`src/design/iapfpc_pkg.sv`:
```
// constants, field layout and carrier types for the flash programming control block
package iapfpc_pkg;

    // ----------------------------------------------------------------
    // register offsets
    // ----------------------------------------------------------------
    localparam logic [3:0] OFS_ADDR_LOW = 4'h0;
    localparam logic [3:0] OFS_ADDR_HIGH = 4'h1;
    localparam logic [3:0] OFS_DATA0_LOW = 4'h2;
    localparam logic [3:0] OFS_DATA0_HIGH = 4'h3;
    localparam logic [3:0] OFS_DATA1_LOW = 4'h4;
    localparam logic [3:0] OFS_DATA1_HIGH = 4'h5;
    localparam logic [3:0] OFS_DATA2_LOW = 4'h6;
    localparam logic [3:0] OFS_DATA2_HIGH = 4'h7;
    localparam logic [3:0] OFS_DATA3_LOW = 4'h8;
    localparam logic [3:0] OFS_DATA3_HIGH = 4'h9;
    localparam logic [3:0] OFS_PROGRAM_CONTROL = 4'hA;
    localparam logic [3:0] OFS_CHIP_RESET_KEY = 4'hB;
    localparam logic [3:0] OFS_BUFFER_CONTROL = 4'hC;

    // ----------------------------------------------------------------
    // field positions and widths
    // ----------------------------------------------------------------
    localparam int BIT_EW_ENABLED = 7;
    localparam int BIT_MODE_HI = 6;
    localparam int BIT_MODE_LO = 4;
    localparam int BIT_UNLOCK_TRIGGER = 3;
    localparam int BIT_WRITE_START = 2;
    localparam int BIT_READ_ENABLE = 1;
    localparam int BIT_READ_START = 0;
    localparam int BIT_CLEAR_BUFFER = 0;
    localparam int ADDR_HIGH_W = 5;
    localparam int WORD_ADDR_W = 13;
    localparam int DATA_W = 16;
    localparam int BUF_DEPTH = 32;
    localparam int BUF_IDX_W = 5;
    localparam int KEY_REGS = 6;
    localparam int DATA_PAIRS = 4;
    localparam int TIMER_W = 16;

    // ----------------------------------------------------------------
    // values
    // ----------------------------------------------------------------
    localparam logic [7:0] RESET_BYTE = 8'h00;
    localparam logic [7:0] CHIP_RESET_PATTERN = 8'h55;
    localparam logic [4:0] PAGE_LAST = 5'h1F;
    localparam logic [12:0] ADDR_STEP = 13'h0001;
    localparam logic [15:0] TIMER_LAST = 16'h0001;
    localparam logic [2:0] MODE_WRITE = 3'h0;
    localparam logic [2:0] MODE_ERASE = 3'h1;
    localparam logic [2:0] MODE_READ = 3'h3;
    localparam logic [2:0] MODE_UNLOCK = 3'h6;
    // unlock key, order: data1_low, data2_low, data3_low, data1_high, data2_high, data3_high
    localparam logic [7:0] KEY_DATA1_LOW = 8'h00;
    localparam logic [7:0] KEY_DATA2_LOW = 8'h0D;
    localparam logic [7:0] KEY_DATA3_LOW = 8'hC3;
    localparam logic [7:0] KEY_DATA1_HIGH = 8'h04;
    localparam logic [7:0] KEY_DATA2_HIGH = 8'h09;
    localparam logic [7:0] KEY_DATA3_HIGH = 8'h40;

    // ----------------------------------------------------------------
    // timing
    // ----------------------------------------------------------------
    localparam int CLK_PERIOD_NS = 10;
    localparam int UNLOCK_TIME_NS_DEFAULT = 10000;

    // ----------------------------------------------------------------
    // types
    // ----------------------------------------------------------------
    typedef enum logic [1:0] {
        OP_WRITE,
        OP_ERASE,
        OP_READ
    } iapfpc_op_type;

    typedef struct packed {
        iapfpc_op_type op;
        logic [12:0] word_address;
    } iapfpc_cmd_type;

endpackage

```
`src/design/iapfpc_top.sv`:
```
// flash program control: address/data/control registers, unlock, write buffer, op launch
//
// Contract
// RQ1: 13-bit word address; high register holds bits 12..8, upper three read zero.
// RQ2: writing data0_low only stores it; buffer untouched.
// RQ3: writing data0_high loads both data bytes into buffer, then bumps address; the load here needs erase_write_enabled set.
// RQ4: writing one to erase_write_enabled does nothing; writing zero disables it.
// RQ5: only a successful unlock sets erase_write_enabled; zero means disabled.
// RQ6: mode 000 write, 001 erase, 011 read, 110 unlock; others reserved.
// RQ7: software unlocks before any erase or write.
// RQ8: setting unlock_trigger starts a timer; expiry clears the trigger.
// RQ9: software writes the key into data pairs one to three before expiry.
// RQ10: write_start launches write or erase; hardware clears it when done.
// RQ11: reads run only while read_enable is one.
// RQ12: read_start launches a single-word read; hardware clears it when done.
// RQ13: software never sets write_start, read_enable, read_start in one write.
// RQ14: processor is stalled while a launched operation runs.
// RQ15: software ensures stable sub clock and lets operations finish.
// RQ16: writing 55H to chip_reset_key pulses whole-chip reset; value is stored.
// RQ17: address increment stops at page word 11111b.
// RQ18: unlock needs mode 110, trigger set and the six key bytes.
// RQ19: write buffer clears itself when a write finishes.
// RQ20: unlock timer length is a parameter; late keys do not unlock.
//
// Added by the designer: the address map and strobed register access.
`timescale 1ns/1ns
module iapfpc_top #(
    parameter int UNLOCK_TIME_NS = iapfpc_pkg::UNLOCK_TIME_NS_DEFAULT
) (
    // clock and reset
    input wire logic clk,
    input wire logic rst,
    // register port
    input wire logic [3:0] reg_addr,
    input wire logic [7:0] reg_wdata,
    input wire logic reg_we,
    input wire logic reg_re,
    output logic [7:0] reg_rdata,
    // flash array side
    output iapfpc_pkg::iapfpc_cmd_type flash_cmd,
    output logic flash_req,
    input wire logic flash_done,
    input wire logic [15:0] flash_rdata,
    input wire logic [4:0] buf_rd_idx,
    output logic [15:0] buf_rd_data,
    // system
    output logic cpu_stall,
    output logic chip_reset
);

    // ----------------------------------------------------------------
    // timing
    // ----------------------------------------------------------------
    // longest time: round down, never below one cycle
    localparam int UNLOCK_CYCLES_RAW = UNLOCK_TIME_NS / iapfpc_pkg::CLK_PERIOD_NS;
    localparam int UNLOCK_CYCLES = (UNLOCK_CYCLES_RAW < 1) ? 1 : UNLOCK_CYCLES_RAW;
    localparam logic [15:0] UNLOCK_LOAD = 16'(UNLOCK_CYCLES);

    // ----------------------------------------------------------------
    // functions
    // ----------------------------------------------------------------
    function automatic logic hit(input logic [3:0] a, input logic [3:0] ofs);
        hit = (a == ofs);
    endfunction

    function automatic logic is_prog_mode(input logic [2:0] m);
        is_prog_mode = (m == iapfpc_pkg::MODE_WRITE) || (m == iapfpc_pkg::MODE_ERASE);
    endfunction

    // ----------------------------------------------------------------
    // state
    // ----------------------------------------------------------------
    typedef enum logic {
        ST_IDLE,
        ST_BUSY
    } iapfpc_state_type;

    iapfpc_state_type state_r;
    logic [12:0] addr_r;
    logic [12:0] addr_nxt;
    logic [7:0] data_lo_r [iapfpc_pkg::DATA_PAIRS];
    logic [7:0] data_hi_r [iapfpc_pkg::DATA_PAIRS];
    logic ew_en_r;
    logic ew_en_nxt;
    logic [2:0] mode_r;
    logic [2:0] mode_nxt;
    logic trigger_r;
    logic trigger_nxt;
    logic [15:0] timer_r;
    logic write_start_r;
    logic write_start_nxt;
    logic read_enable_r;
    logic read_start_r;
    logic read_start_nxt;
    logic clear_write_buffer_r;
    logic clear_write_buffer_nxt;
    logic [7:0] chip_key_r;
    logic chip_reset_r;
    logic [5:0] key_seen_r;
    logic [5:0] key_seen_nxt;
    logic [7:0] rdata_r;
    logic [7:0] rd_sel;
    logic [15:0] wbuf [iapfpc_pkg::BUF_DEPTH];
    logic [15:0] buf_rd_r;
    iapfpc_pkg::iapfpc_cmd_type cmd_r;
    iapfpc_pkg::iapfpc_cmd_type cmd_nxt;
    iapfpc_pkg::iapfpc_op_type op_nxt;

    // ----------------------------------------------------------------
    // write decode
    // ----------------------------------------------------------------
    wire wr_addr_low = reg_we && hit(reg_addr, iapfpc_pkg::OFS_ADDR_LOW);
    wire wr_addr_high = reg_we && hit(reg_addr, iapfpc_pkg::OFS_ADDR_HIGH);
    wire wr_d0l = reg_we && hit(reg_addr, iapfpc_pkg::OFS_DATA0_LOW);
    wire wr_d0h = reg_we && hit(reg_addr, iapfpc_pkg::OFS_DATA0_HIGH);
    wire wr_d1l = reg_we && hit(reg_addr, iapfpc_pkg::OFS_DATA1_LOW);
    wire wr_d1h = reg_we && hit(reg_addr, iapfpc_pkg::OFS_DATA1_HIGH);
    wire wr_d2l = reg_we && hit(reg_addr, iapfpc_pkg::OFS_DATA2_LOW);
    wire wr_d2h = reg_we && hit(reg_addr, iapfpc_pkg::OFS_DATA2_HIGH);
    wire wr_d3l = reg_we && hit(reg_addr, iapfpc_pkg::OFS_DATA3_LOW);
    wire wr_d3h = reg_we && hit(reg_addr, iapfpc_pkg::OFS_DATA3_HIGH);
    wire wr_ctrl = reg_we && hit(reg_addr, iapfpc_pkg::OFS_PROGRAM_CONTROL);
    wire wr_chip = reg_we && hit(reg_addr, iapfpc_pkg::OFS_CHIP_RESET_KEY);
    wire wr_bufc = reg_we && hit(reg_addr, iapfpc_pkg::OFS_BUFFER_CONTROL);
    wire [3:0] wr_lo_vec = {wr_d3l, wr_d2l, wr_d1l, wr_d0l};
    wire [3:0] wr_hi_vec = {wr_d3h, wr_d2h, wr_d1h, wr_d0h};

    // ----------------------------------------------------------------
    // word address
    // ----------------------------------------------------------------
    // RQ17 page saturation: tagging past the page end would corrupt the next page
    wire at_page_end = (addr_r[iapfpc_pkg::BUF_IDX_W-1:0] == iapfpc_pkg::PAGE_LAST);
    wire [12:0] addr_inc = at_page_end ? addr_r : addr_r + iapfpc_pkg::ADDR_STEP;
    // RQ1 address byte split
    assign addr_nxt = wr_addr_low ? {addr_r[12:8], reg_wdata} :
                      wr_addr_high ? {reg_wdata[iapfpc_pkg::ADDR_HIGH_W-1:0], addr_r[7:0]} :
                      wr_d0h ? addr_inc :
                      addr_r;

    // ----------------------------------------------------------------
    // unlock
    // ----------------------------------------------------------------
    wire trigger_start = wr_ctrl && reg_wdata[iapfpc_pkg::BIT_UNLOCK_TRIGGER] && !trigger_r;
    wire timer_expire = trigger_r && (timer_r == iapfpc_pkg::TIMER_LAST);
    wire [5:0] key_wr = {wr_d3h, wr_d2h, wr_d1h, wr_d3l, wr_d2l, wr_d1l};
    wire [5:0] key_match = {
        reg_wdata == iapfpc_pkg::KEY_DATA3_HIGH,
        reg_wdata == iapfpc_pkg::KEY_DATA2_HIGH,
        reg_wdata == iapfpc_pkg::KEY_DATA1_HIGH,
        reg_wdata == iapfpc_pkg::KEY_DATA3_LOW,
        reg_wdata == iapfpc_pkg::KEY_DATA2_LOW,
        reg_wdata == iapfpc_pkg::KEY_DATA1_LOW
    };
    // RQ20 only key writes inside the window count; a mismatch retracts the byte
    assign key_seen_nxt = trigger_start ? 6'h00 :
                          trigger_r ? ((key_seen_r & ~key_wr) | (key_wr & key_match)) :
                          key_seen_r;
    // RQ18 mode, trigger and full key
    // any key write that leaves all six bytes matched unlocks, so a disable inside the window sticks until the next matching key write
    wire unlock_ok = trigger_r && (mode_r == iapfpc_pkg::MODE_UNLOCK) && (&key_seen_nxt) &&
                     (|key_wr);

    // RQ8 trigger set by software, cleared by the timer
    assign trigger_nxt = timer_expire ? 1'b0 :
                         wr_ctrl ? reg_wdata[iapfpc_pkg::BIT_UNLOCK_TRIGGER] :
                         trigger_r;

    // RQ5 set only by unlock; RQ4 software may clear but never set, set wins
    assign ew_en_nxt = unlock_ok ? 1'b1 :
                       (wr_ctrl && !reg_wdata[iapfpc_pkg::BIT_EW_ENABLED]) ? 1'b0 :
                       ew_en_r;

    // ----------------------------------------------------------------
    // operation launch
    // ----------------------------------------------------------------
    assign mode_nxt = wr_ctrl ? reg_wdata[iapfpc_pkg::BIT_MODE_HI:iapfpc_pkg::BIT_MODE_LO] : mode_r;
    wire idle = (state_r == ST_IDLE);
    // RQ10 write or erase launch, only once unlocked (a start without unlock is dropped)
    wire launch_write = wr_ctrl && reg_wdata[iapfpc_pkg::BIT_WRITE_START] && idle &&
                        ew_en_r && is_prog_mode(mode_nxt);
    // RQ11 read needs read_enable already set by an earlier access
    wire launch_read = wr_ctrl && reg_wdata[iapfpc_pkg::BIT_READ_START] && idle &&
                       read_enable_r && (mode_nxt == iapfpc_pkg::MODE_READ) && !launch_write;
    wire op_done = (state_r == ST_BUSY) && flash_done;
    wire write_done = op_done && (cmd_r.op == iapfpc_pkg::OP_WRITE);
    wire read_done = op_done && (cmd_r.op == iapfpc_pkg::OP_READ);

    // RQ6 mode decode to array operation
    assign op_nxt = (mode_nxt == iapfpc_pkg::MODE_ERASE) ? iapfpc_pkg::OP_ERASE :
                    (mode_nxt == iapfpc_pkg::MODE_WRITE) ? iapfpc_pkg::OP_WRITE :
                    iapfpc_pkg::OP_READ;
    assign cmd_nxt = {op_nxt, addr_r};

    // RQ10 start bit cleared on completion
    assign write_start_nxt = launch_write ? 1'b1 :
                             (op_done && cmd_r.op != iapfpc_pkg::OP_READ) ? 1'b0 :
                             write_start_r;
    // RQ12 start bit cleared on completion
    assign read_start_nxt = launch_read ? 1'b1 : read_done ? 1'b0 : read_start_r;

    // clear request stands one cycle while the buffer is wiped
    assign clear_write_buffer_nxt = (wr_bufc && reg_wdata[iapfpc_pkg::BIT_CLEAR_BUFFER]) ? 1'b1 : 1'b0;
    // RQ19 buffer wiped after a write as well as on request
    wire buf_clear = clear_write_buffer_r || write_done;
    // RQ3 buffer load on the high byte, only with erase/write unlocked
    wire buf_load = wr_d0h && ew_en_r;

    // ----------------------------------------------------------------
    // read mux
    // ----------------------------------------------------------------
    wire [7:0] ctrl_view = {ew_en_r, mode_r, trigger_r, write_start_r, read_enable_r,
                            read_start_r};
    always_comb begin
        case (reg_addr)
            iapfpc_pkg::OFS_ADDR_LOW: rd_sel = addr_r[7:0];
            iapfpc_pkg::OFS_ADDR_HIGH: rd_sel = {3'h0, addr_r[12:8]};
            iapfpc_pkg::OFS_DATA0_LOW: rd_sel = data_lo_r[0];
            iapfpc_pkg::OFS_DATA0_HIGH: rd_sel = data_hi_r[0];
            iapfpc_pkg::OFS_DATA1_LOW: rd_sel = data_lo_r[1];
            iapfpc_pkg::OFS_DATA1_HIGH: rd_sel = data_hi_r[1];
            iapfpc_pkg::OFS_DATA2_LOW: rd_sel = data_lo_r[2];
            iapfpc_pkg::OFS_DATA2_HIGH: rd_sel = data_hi_r[2];
            iapfpc_pkg::OFS_DATA3_LOW: rd_sel = data_lo_r[3];
            iapfpc_pkg::OFS_DATA3_HIGH: rd_sel = data_hi_r[3];
            iapfpc_pkg::OFS_PROGRAM_CONTROL: rd_sel = ctrl_view;
            iapfpc_pkg::OFS_CHIP_RESET_KEY: rd_sel = chip_key_r;
            iapfpc_pkg::OFS_BUFFER_CONTROL: rd_sel = {7'h00, clear_write_buffer_r};
            default: rd_sel = iapfpc_pkg::RESET_BYTE;
        endcase
    end

    // ----------------------------------------------------------------
    // control registers
    // ----------------------------------------------------------------
    always_ff @(posedge clk) begin
        if (rst) begin
            addr_r <= 13'h0000;
            ew_en_r <= 1'b0;
            mode_r <= 3'h0;
            trigger_r <= 1'b0;
            write_start_r <= 1'b0;
            read_enable_r <= 1'b0;
            read_start_r <= 1'b0;
            clear_write_buffer_r <= 1'b0;
            key_seen_r <= 6'h00;
            chip_key_r <= iapfpc_pkg::RESET_BYTE;
        end else begin
            addr_r <= addr_nxt;
            ew_en_r <= ew_en_nxt;
            mode_r <= mode_nxt;
            trigger_r <= trigger_nxt;
            write_start_r <= write_start_nxt;
            read_enable_r <= wr_ctrl ? reg_wdata[iapfpc_pkg::BIT_READ_ENABLE] : read_enable_r;
            read_start_r <= read_start_nxt;
            clear_write_buffer_r <= clear_write_buffer_nxt;
            key_seen_r <= key_seen_nxt;
            chip_key_r <= wr_chip ? reg_wdata : chip_key_r;
        end
    end

    // RQ8 window counter
    always_ff @(posedge clk) begin
        if (rst) begin
            timer_r <= 16'h0000;
        end else if (trigger_start) begin
            timer_r <= UNLOCK_LOAD;
        end else if (trigger_r) begin
            timer_r <= timer_r - iapfpc_pkg::TIMER_LAST;
        end
    end

    // RQ16 chip reset pulse
    always_ff @(posedge clk) begin
        if (rst) begin
            chip_reset_r <= 1'b0;
        end else begin
            chip_reset_r <= wr_chip && (reg_wdata == iapfpc_pkg::CHIP_RESET_PATTERN);
        end
    end

    // ----------------------------------------------------------------
    // data registers
    // ----------------------------------------------------------------
    // RQ2 low byte only stores; a finished read returns its word into pair zero
    always_ff @(posedge clk) begin
        if (rst) begin
            for (int i = 0; i < iapfpc_pkg::DATA_PAIRS; i++) begin
                data_lo_r[i] <= iapfpc_pkg::RESET_BYTE;
                data_hi_r[i] <= iapfpc_pkg::RESET_BYTE;
            end
        end else begin
            for (int i = 0; i < iapfpc_pkg::DATA_PAIRS; i++) begin
                if (wr_lo_vec[i]) begin
                    data_lo_r[i] <= reg_wdata;
                end
                if (wr_hi_vec[i]) begin
                    data_hi_r[i] <= reg_wdata;
                end
            end
            if (read_done) begin
                data_lo_r[0] <= flash_rdata[7:0];
                data_hi_r[0] <= flash_rdata[15:8];
            end
        end
    end

    // ----------------------------------------------------------------
    // write buffer
    // ----------------------------------------------------------------
    // full wipe in one cycle costs flops but keeps software polling to one read
    always_ff @(posedge clk) begin
        if (rst || buf_clear) begin
            for (int i = 0; i < iapfpc_pkg::BUF_DEPTH; i++) begin
                wbuf[i] <= 16'h0000;
            end
        end
        // RQ3 combined word goes into the slot of the current address
        if (!rst && buf_load) begin
            wbuf[addr_r[iapfpc_pkg::BUF_IDX_W-1:0]] <= {reg_wdata, data_lo_r[0]};
        end
    end

    always_ff @(posedge clk) begin
        if (rst) begin
            buf_rd_r <= 16'h0000;
        end else begin
            buf_rd_r <= wbuf[buf_rd_idx];
        end
    end

    // ----------------------------------------------------------------
    // operation sequencer
    // ----------------------------------------------------------------
    always_ff @(posedge clk) begin
        if (rst) begin
            state_r <= ST_IDLE;
            cmd_r <= '0;
        end else begin
            case (state_r)
                ST_IDLE: begin
                    if (launch_write || launch_read) begin
                        state_r <= ST_BUSY;
                        cmd_r <= cmd_nxt;
                    end
                end
                ST_BUSY: begin
                    if (flash_done) begin
                        state_r <= ST_IDLE;
                    end
                end
                default: state_r <= ST_IDLE;
            endcase
        end
    end

    // ----------------------------------------------------------------
    // read data and outputs
    // ----------------------------------------------------------------
    always_ff @(posedge clk) begin
        if (rst) begin
            rdata_r <= iapfpc_pkg::RESET_BYTE;
        end else begin
            rdata_r <= reg_re ? rd_sel : iapfpc_pkg::RESET_BYTE;
        end
    end

    assign reg_rdata = rdata_r;
    assign flash_cmd = cmd_r;
    assign flash_req = (state_r == ST_BUSY);
    // RQ14 processor held for the whole operation
    assign cpu_stall = (state_r == ST_BUSY);
    assign chip_reset = chip_reset_r;
    assign buf_rd_data = buf_rd_r;

endmodule

```
`config.mk`:
```
export PLATFORM = sky130hd
export DESIGN_NAME = iapfpc_top
export DESIGN_NICKNAME = d
export VERILOG_FILES = /design/src/design/iapfpc_pkg.sv /design/src/design/iapfpc_top.sv
export SDC_FILE = /design/constraint.sdc
export NUM_CORES = 1
export LEC_CHECK = 0
export ABC_CLOCK_PERIOD_IN_PS = 4980
export BUFFER_PORTS_ARGS = -buffer_cell sky130_fd_sc_hd__buf_2
export CAP_MARGIN = 20
export CORE_MARGIN = 2
export CORE_UTILIZATION = 63
export CTS_CLUSTER_DIAMETER = 60
export DETAILED_ROUTE_END_ITERATION = 7
export PLACE_DENSITY = 0.78
export SETUP_SLACK_MARGIN = 0.5
export SLEW_MARGIN = 40
export SYNTH_ARGS = -nofsm -noshare
export SYNTH_HDL_FRONTEND = slang
export SYNTH_SLANG_ARGS = --single-unit
```
`constraint.sdc`:
```
create_clock -name clk -period 4.98 [get_ports clk]
set_clock_uncertainty 0.1 [all_clocks]
set_input_delay 0.996 -clock clk [delete_from_list [all_inputs] [get_ports clk]]
set_output_delay 0.996 -clock clk [all_outputs]
set_load 0.02 [all_outputs]
```
Word-level counts from Yosys, hierarchy flattened
Memory sizes are Yosys's and may differ from the RTL's. A register that Yosys moved wholly into a read port is not among the register bits.
Index checks and enable logic that the tools add are counted.
{ "classes": {"add_sub_neg": 2, "multipliers": 0, "div": 0, "order_cmp": 0, "n_eq_ne": 28, "shift": 0, "muxes": 65, "bitwise": 17, "reduce_logical": 63} }
{ "op_table": {"columns": ["operator", "count"], "rows": [
  ["$pmux 8 s13", 1],
  ["$mux 8", 11],
  ["$mux 1", 42],
  ["$mux 13", 3],
  ["$logic_and 1x1->1", 37],
  ["$eq 4x4->1 const B", 5],
  ["$mux 10", 2],
  ["$eq 16x1->1 const B", 1],
  ["$eq 4x3->1 const B", 4],
  ["$eq 8x4->1 const B", 2],
  ["$eq 8x7->1 const B", 2],
  ["$sub 16x1->16 const B", 1],
  ["$add 13x1->13 const B", 1],
  ["$and 6x6->6", 2],
  ["$mux 6", 2],
  ["$reduce_bool 2->1", 6],
  ["$or 1x1->1", 10],
  ["$eq 4x2->1 const B", 2],
  ["$eq 8x3->1 const B", 1],
  ["$eq 8x8->1 const B", 1],
  ["$logic_not 8->1", 1],
  ["$ne 2x2->1 const B", 4],
  ["$not 6->6", 1],
  ["$or 6x6->6", 1],
  ["20 further kinds", 32]
]} }
{ "word_totals": {"register_bits": 77, "latch_bits": 0, "ramBits": 576, "rom_bits": 0, "output_inout_bits": 42, "word_cells": 196, "memories": 3} }
{ "mem_list": {"columns": ["memory", "depth", "width", "rd", "rd_ports_with_merged_regs", "write_ports", "line", "rtl"], "rows": [
  ["wbuf", 32, 16, 1, 1, 33, "iapfpc_top.sv:103", "logic [15:0] wbuf [iapfpc_pkg::BUF_DEPTH];"],
  ["data_hi_r", 4, 8, 4, 0, 4, "iapfpc_top.sv:82", "logic [7:0] data_hi_r [iapfpc_pkg::DATA_PAIRS];"],
  ["data_lo_r", 4, 8, 4, 0, 4, "iapfpc_top.sv:81", "logic [7:0] data_lo_r [iapfpc_pkg::DATA_PAIRS];"]
]} }

Longest topological paths before layout
Gate-level depths: netlist of run 1.
{ "logic_depth": {"word_depth": 11, "mapped_depth": 8, "depth_no_buf": 7} }

Least setup slack after synthesis of run 1
OpenSTA, ideal clock, no wires.
{ "synth_timing": {"path_type": "input to register", "startpoint": "input reg_we", "endpoint": "memory wbuf[21][0], enable pin", "arrival_time_ns": 3.535, "slack_ns": 0.934, "stages": 7, "path_buffers": 3, "path_cell_list": "buf_2 nor3b_1 and4_1 nand2_1 clkbuf_1 clkbuf_1 o21ai_0"} }
{ "synth_rtl": {"columns": ["element", "line", "rtl"], "rows": [
  ["start: declaration", "iapfpc_top.sv:36", "input wire logic reg_we,"],
  ["end: declaration", "iapfpc_top.sv:103", null]
]} }

==> results.cfg, run 1 <==
[status]
status = finished, final reports clean

[layout]
fillers = 3122
final_common_cell = edfxtp_1
area_delta_synth_final_pct = 10.7
nets = 2289
drive_gt1_share_pct = 20.1
seq_area_um2 = 19200
final_util_pct = 70.9
instances_no_fill = 2916
multi_input_area_um2 = 10700
layout_common_cells = edfxtp_1 (576), and2_1 (495), mux4_2 (129), nor3_1 (106)

[logic_synthesis]
synth.distinct_cells = 64
synth_nets = 2278
seq_area_frac_synth_pct = 62.5
synth.cell_area_um2 = 30600
netlist_instances = 2233
synth_area_leaders = edfxtp_1 (56%), and2_1 (10%), mux4_2 (9.5%)
synth-edff-count = 576
synth-async-reset-ratio_pct = 0
synth_seq_cells = 669
yosysWarnings = 0
synth_top_area_share_pct = 56.4
syn_area_per_cell_um2 = 13.7
synthFlopType = edfxtp_1
synth_top_area_cell = edfxtp_1

[timing]
hold_viol = 0
finalWorstSetupSlack_ns = 1.62
worstMarginPinSlew_ns = 0.817
min_period_ns = 3.36
max_freq_mhz = 298
fin_tns_setup_ns = 0
slew_headroom_pct = 45.5
final_max_slew_viol_count = 0
grt_setup_unrepaired = false
post-route-period-util_pct = 67.5
finalSetupViolCount = 0

[floorplan]
io-pin-count = 80
die_area_um2 = 50400
start_util_pct = 64.0
core-area_um2 = 47800
die_h_um = 225
num_rows = 80
die_x_um = 225

[setup_path]
endpoint_kind = flop
critical_path_peak_fanout = 14
criticalPathCategory = primary input to flop
worst_setup_path_start_kind = primary input
required_ns = 5.34
crit_arrival_ns = 3.72

[clocking]
htreeDepth = 3
clockRootBuffer = clkbuf_16
cts.path.max_buffers = 3
clkTransAtPathRegs_ns = 0.07
cts_resized = 0
cts_buffers = 69
cts.sinks = 669
holdBufCountCts = 0
postCtsSetupBuffers = 0
cts_tree = done
clk_latency_ns = 0.61

[placement]
place_ws_ns = 1.12
io_buffer_count = 79
dp_cells = 2788
place_congestion = 0.923
dp_hpwl_um = 47000

[route]
drtIter0Drc = 2083
first_pass_iters = 6
totalWireLength_um = 76500
wl_per_cell_um = 26.2
antenna_left = 0
drc = 0
vias_per_cell = 6.49
vias = 18900

[power]
p_leak_uw = 0.0125
power_uw = 12300
peakVddDrop_uv = 267
p_per_area_nw_per_um2 = 364

[run]
cap_violations = 0

[global_routing]
grt_max_degree = 66
grt_antenna_before_repair = 3
grt-ovfl-total = 0
first_global_vias = 18600
track_usage_pct = 30.8
grt_pass1_wl_um = 114000

[worst_hold_path]
hold_class = flop to flop
## worst max-delay path, cell delays in order
cell	delay (ns)
buf_2	0.11
nor3b_1	0.60
and4_1	0.39
nand2_1	0.41
buf_4	0.35
nor2_1	0.62
and2_1	0.23
## cell type report
type	count	area share, %
Sequential cell	669	56.5
Clock inverter	35	1.08
Multi-Input combinational cell	1344	31.5
Inverter	10	0.111
Antenna cell	3	0.0221
Clock buffer	90	5.68
Tap cell	615	2.27
Timing Repair Buffer	150	2.88
## flip-flops by register name, summed over array words and instances, names as in the netlist, 6 cells and up
signal and flops:
flash_cmd 15, addr_r 13, data_lo_r 32, timer_r 16, key_seen_r 6, chip_key_r 8
data_hi_r 32, wbuf 512, reg_rdata 8, buf_rd_data 16
## cells by family (layout without fill, tap and decap cells)
kind of cell | Yosys count | count (layout) | synth area share [%]
mux | 226 | 226 | 12.8
xor+xnor | 16 | 16 | 0.457
simple gates | 889 | 889 | 16.5
fa+ha+maj | 7 | 7 | 0.286
other cells | 0 | 3 | 0
buf+inv | 220 | 285 | 2.85
flops | 669 | 669 | 62.5
compound gates | 206 | 206 | 4.61
## Yosys cell counts (15+ instances only)
cell and number:
o22ai_1 19, dfxtp_1 93, mux2i_1 61, buf_2 15, a21oi_1 27, mux2_2 36
o21ai_0 54, nand2_1 65, edfxtp_1 576, and2_1 495, mux4_2 129, clkbuf_1 177
nor2_1 113, nand3_1 19, nor3_1 107, a22o_1 38
## final timing paths
kind                                                   end  slack (ns)                  startpoint  cells past startpoint
worst max-delay path             wbuf[25][8]$_SDFFCE_PN0P_        1.62                 reg_addr[2]                      7
worst min-delay path            chip_key_r[1]$_SDFFE_PP0P_        0.39  chip_key_r[1]$_SDFFE_PP0P_                      2
worst max register to register   wbuf[20][1]$_SDFFCE_PN0P_        1.73      addr_r[2]$_SDFFE_PP0P_                      4
worst min register to register  chip_key_r[1]$_SDFFE_PP0P_        0.39  chip_key_r[1]$_SDFFE_PP0P_                      2
## metal layers
metal,GRT usage [%],part of all wire [%],vias up
met2,49.2,48,1048
met1,41.5,39,9403
met5,0,0.024,-
met3,5.56,8.8,181
li1,-,-,8280
met4,14.8,4.9,2
## power breakdown
part	internal, uW	switching (uW)
clock	3060	2170
combinational	278	535
sequential	6230	68.8
total	9570	2770
## through the flow
stage	hold slack (ns)	instance area, um^2
2_1_floorplan	0.336	30600
3_3_place_gp	0.359	31500
3_5_place_dp	0.374	31600
4_1_cts	0.386	33900
5_1_grt	0.409	33900
6_report	0.390	33900
Note: power is estimated with default switching activity, not from simulation.
==> inputs of run 2 (changes only) <==
ABC_CLOCK_PERIOD_IN_PS = 3190   (was 4980)
clock period = 3.19 ns   (was 4.98 ns; I/O delays follow)
==> results.cfg, run 2 (synthesis results as in run 1) <==
[global_routing]
grt-ovfl-total = 0
grt_antenna_before_repair = 2
grt_max_degree = 63
grt_pass1_wl_um = 119000
first_global_vias = 19500
track_usage_pct = 32.4

[floorplan]
core-area_um2 = 47800
die_area_um2 = 50400
num_rows = 80
start_util_pct = 64.0
die_x_um = 225
io-pin-count = 80
die_h_um = 225

[clocking]
cts_resized = 0
holdBufCountCts = 0
cts.sinks = 669
cts.path.max_buffers = 3
clockRootBuffer = clkbuf_16
htreeDepth = 3
cts_buffers = 69
postCtsSetupBuffers = 0
clk_latency_ns = 0.61
cts_tree = done
clkTransAtPathRegs_ns = 0.06

[power]
p_per_area_nw_per_um2 = 555
peakVddDrop_uv = 471
p_leak_uw = 0.0130

[timing]
fin_tns_setup_ns = 0
max_freq_mhz = 393
finalSetupViolCount = 0
final_max_slew_viol_count = 0
worstMarginPinSlew_ns = 0.818
whs_ns = 0.235
post-route-period-util_pct = 79.8
grt_setup_unrepaired = false
min_period_ns = 2.54
slew_headroom_pct = 45.5
hold_viol = 0

[layout]
reg_top3 = wbuf x512, data_hi_r x32, data_lo_r x32
drive_gt1_share_pct = 22.7
layout_common_cells = edfxtp_1 (576), and2_1 (495), buf_4 (134), mux4_2 (129), nor2_1 (112)
fillers = 2982
max_flop_register = wbuf
largest_reg_flops = 512
instances_no_fill = 2992
area_delta_synth_final_pct = 13.9
nets = 2365
final_common_cell = edfxtp_1

[placement]
dp_hpwl_um = 51100
place_congestion = 0.940
dp_cells = 2864
io_buffer_count = 79

[setup_path]
required_ns = 3.57
worst_setup_path_start_kind = flop
criticalPathCategory = flop to flop
endpoint_kind = flop
path_cells = ha_1, and3_1, ha_1, or3_1, nor4_2, nor3_1, a2111oi_1
crit_arrival_ns = 2.92
cpMostUsedCell = ha_1
critical_path_peak_fanout = 10
slowest_delay_ns = 0.55
slowest_stage = or3_1

[route]
totalWireLength_um = 79400
vias = 19300
first_pass_iters = 5
drc = 0
antenna_left = 0
wl_per_cell_um = 26.5
vias_per_cell = 6.44
drtIter0Drc = 2093

[status]
status = finished, final reports clean

[worst_hold_path]
hold_class = primary input to flop

[run]
cap_violations = 0
==> run 2: worst paths after layout <==
kind                               from                    endpoint  slack (ns)  depth (start not counted)
max reg2reg      addr_r[0]$_SDFFE_PP0P_      addr_r[9]$_SDFFE_PP0P_        0.65                          7
min reg2reg  chip_key_r[7]$_SDFFE_PP0P_  chip_key_r[7]$_SDFFE_PP0P_        0.39                          2
max              addr_r[0]$_SDFFE_PP0P_      addr_r[9]$_SDFFE_PP0P_        0.65                          7
min                      flash_rdata[9]   data_hi_r[0][1]$_DFFE_PP_        0.23                          2
==> run 2: area by class of cell <==
cell class                 instances  area, um^2  area share (%)
clock buffer                      99        1980            5.68
sequential                       669       19200            54.9
timing repair buffer             226        1700            4.86
antenna                            1        2.50         0.00717
clock inverter                    28         338           0.968
inverter                          10        37.5           0.108
multi-input combinational       1344       10900            31.3
tap                              615         769            2.20
==> run 2: where the power goes <==
part | total [uW] | switching (uW) | internal [uW]
combinational | 1360 | 878 | 480
sequential | 9830 | 100 | 9720
clock | 8210 | 3300 | 4910
==> run 2: metrics by stage <==
stage / area [um^2] / utilization, % / setup slack (ns) / total power (uW)
final: 34900 / 73.0 / 0.645 / 19400
after global routing: 34900 / 73.0 / 0.551 / 19900
after CTS: 34900 / 72.9 / 0.650 / 19500
after detailed placement: 32600 / 68.1 / 0.335 / 11300
after global placement: 32600 / 68.0 / 0.339 / 11300
after floorplan: 31000 / - / 0.524 / 10800
==> run 2: critical path: cells and delay by family, from the launching register on <==
family | cells | cell delay (ns)
AO/OA/AOI/OAI | 1 | 0.36
AND/OR/NAND/NOR | 4 | 1.17
adder cells (fa/ha/maj) | 2 | 0.46
flip-flops | 1 | 0.32
==> run 2: layer usage <==
| layer | vias to the layer above | GRT usage (%) | part of all wire (%) |
|---|---|---|---|
| met5 | - | 0 | 0 |
| met4 | 0 | 15.7 | 4.8 |
| met3 | 183 | 6.11 | 9.5 |
| met2 | 1013 | 52.1 | 48 |
| met1 | 9629 | 42.9 | 38 |
| li1 | 8432 | - | - |
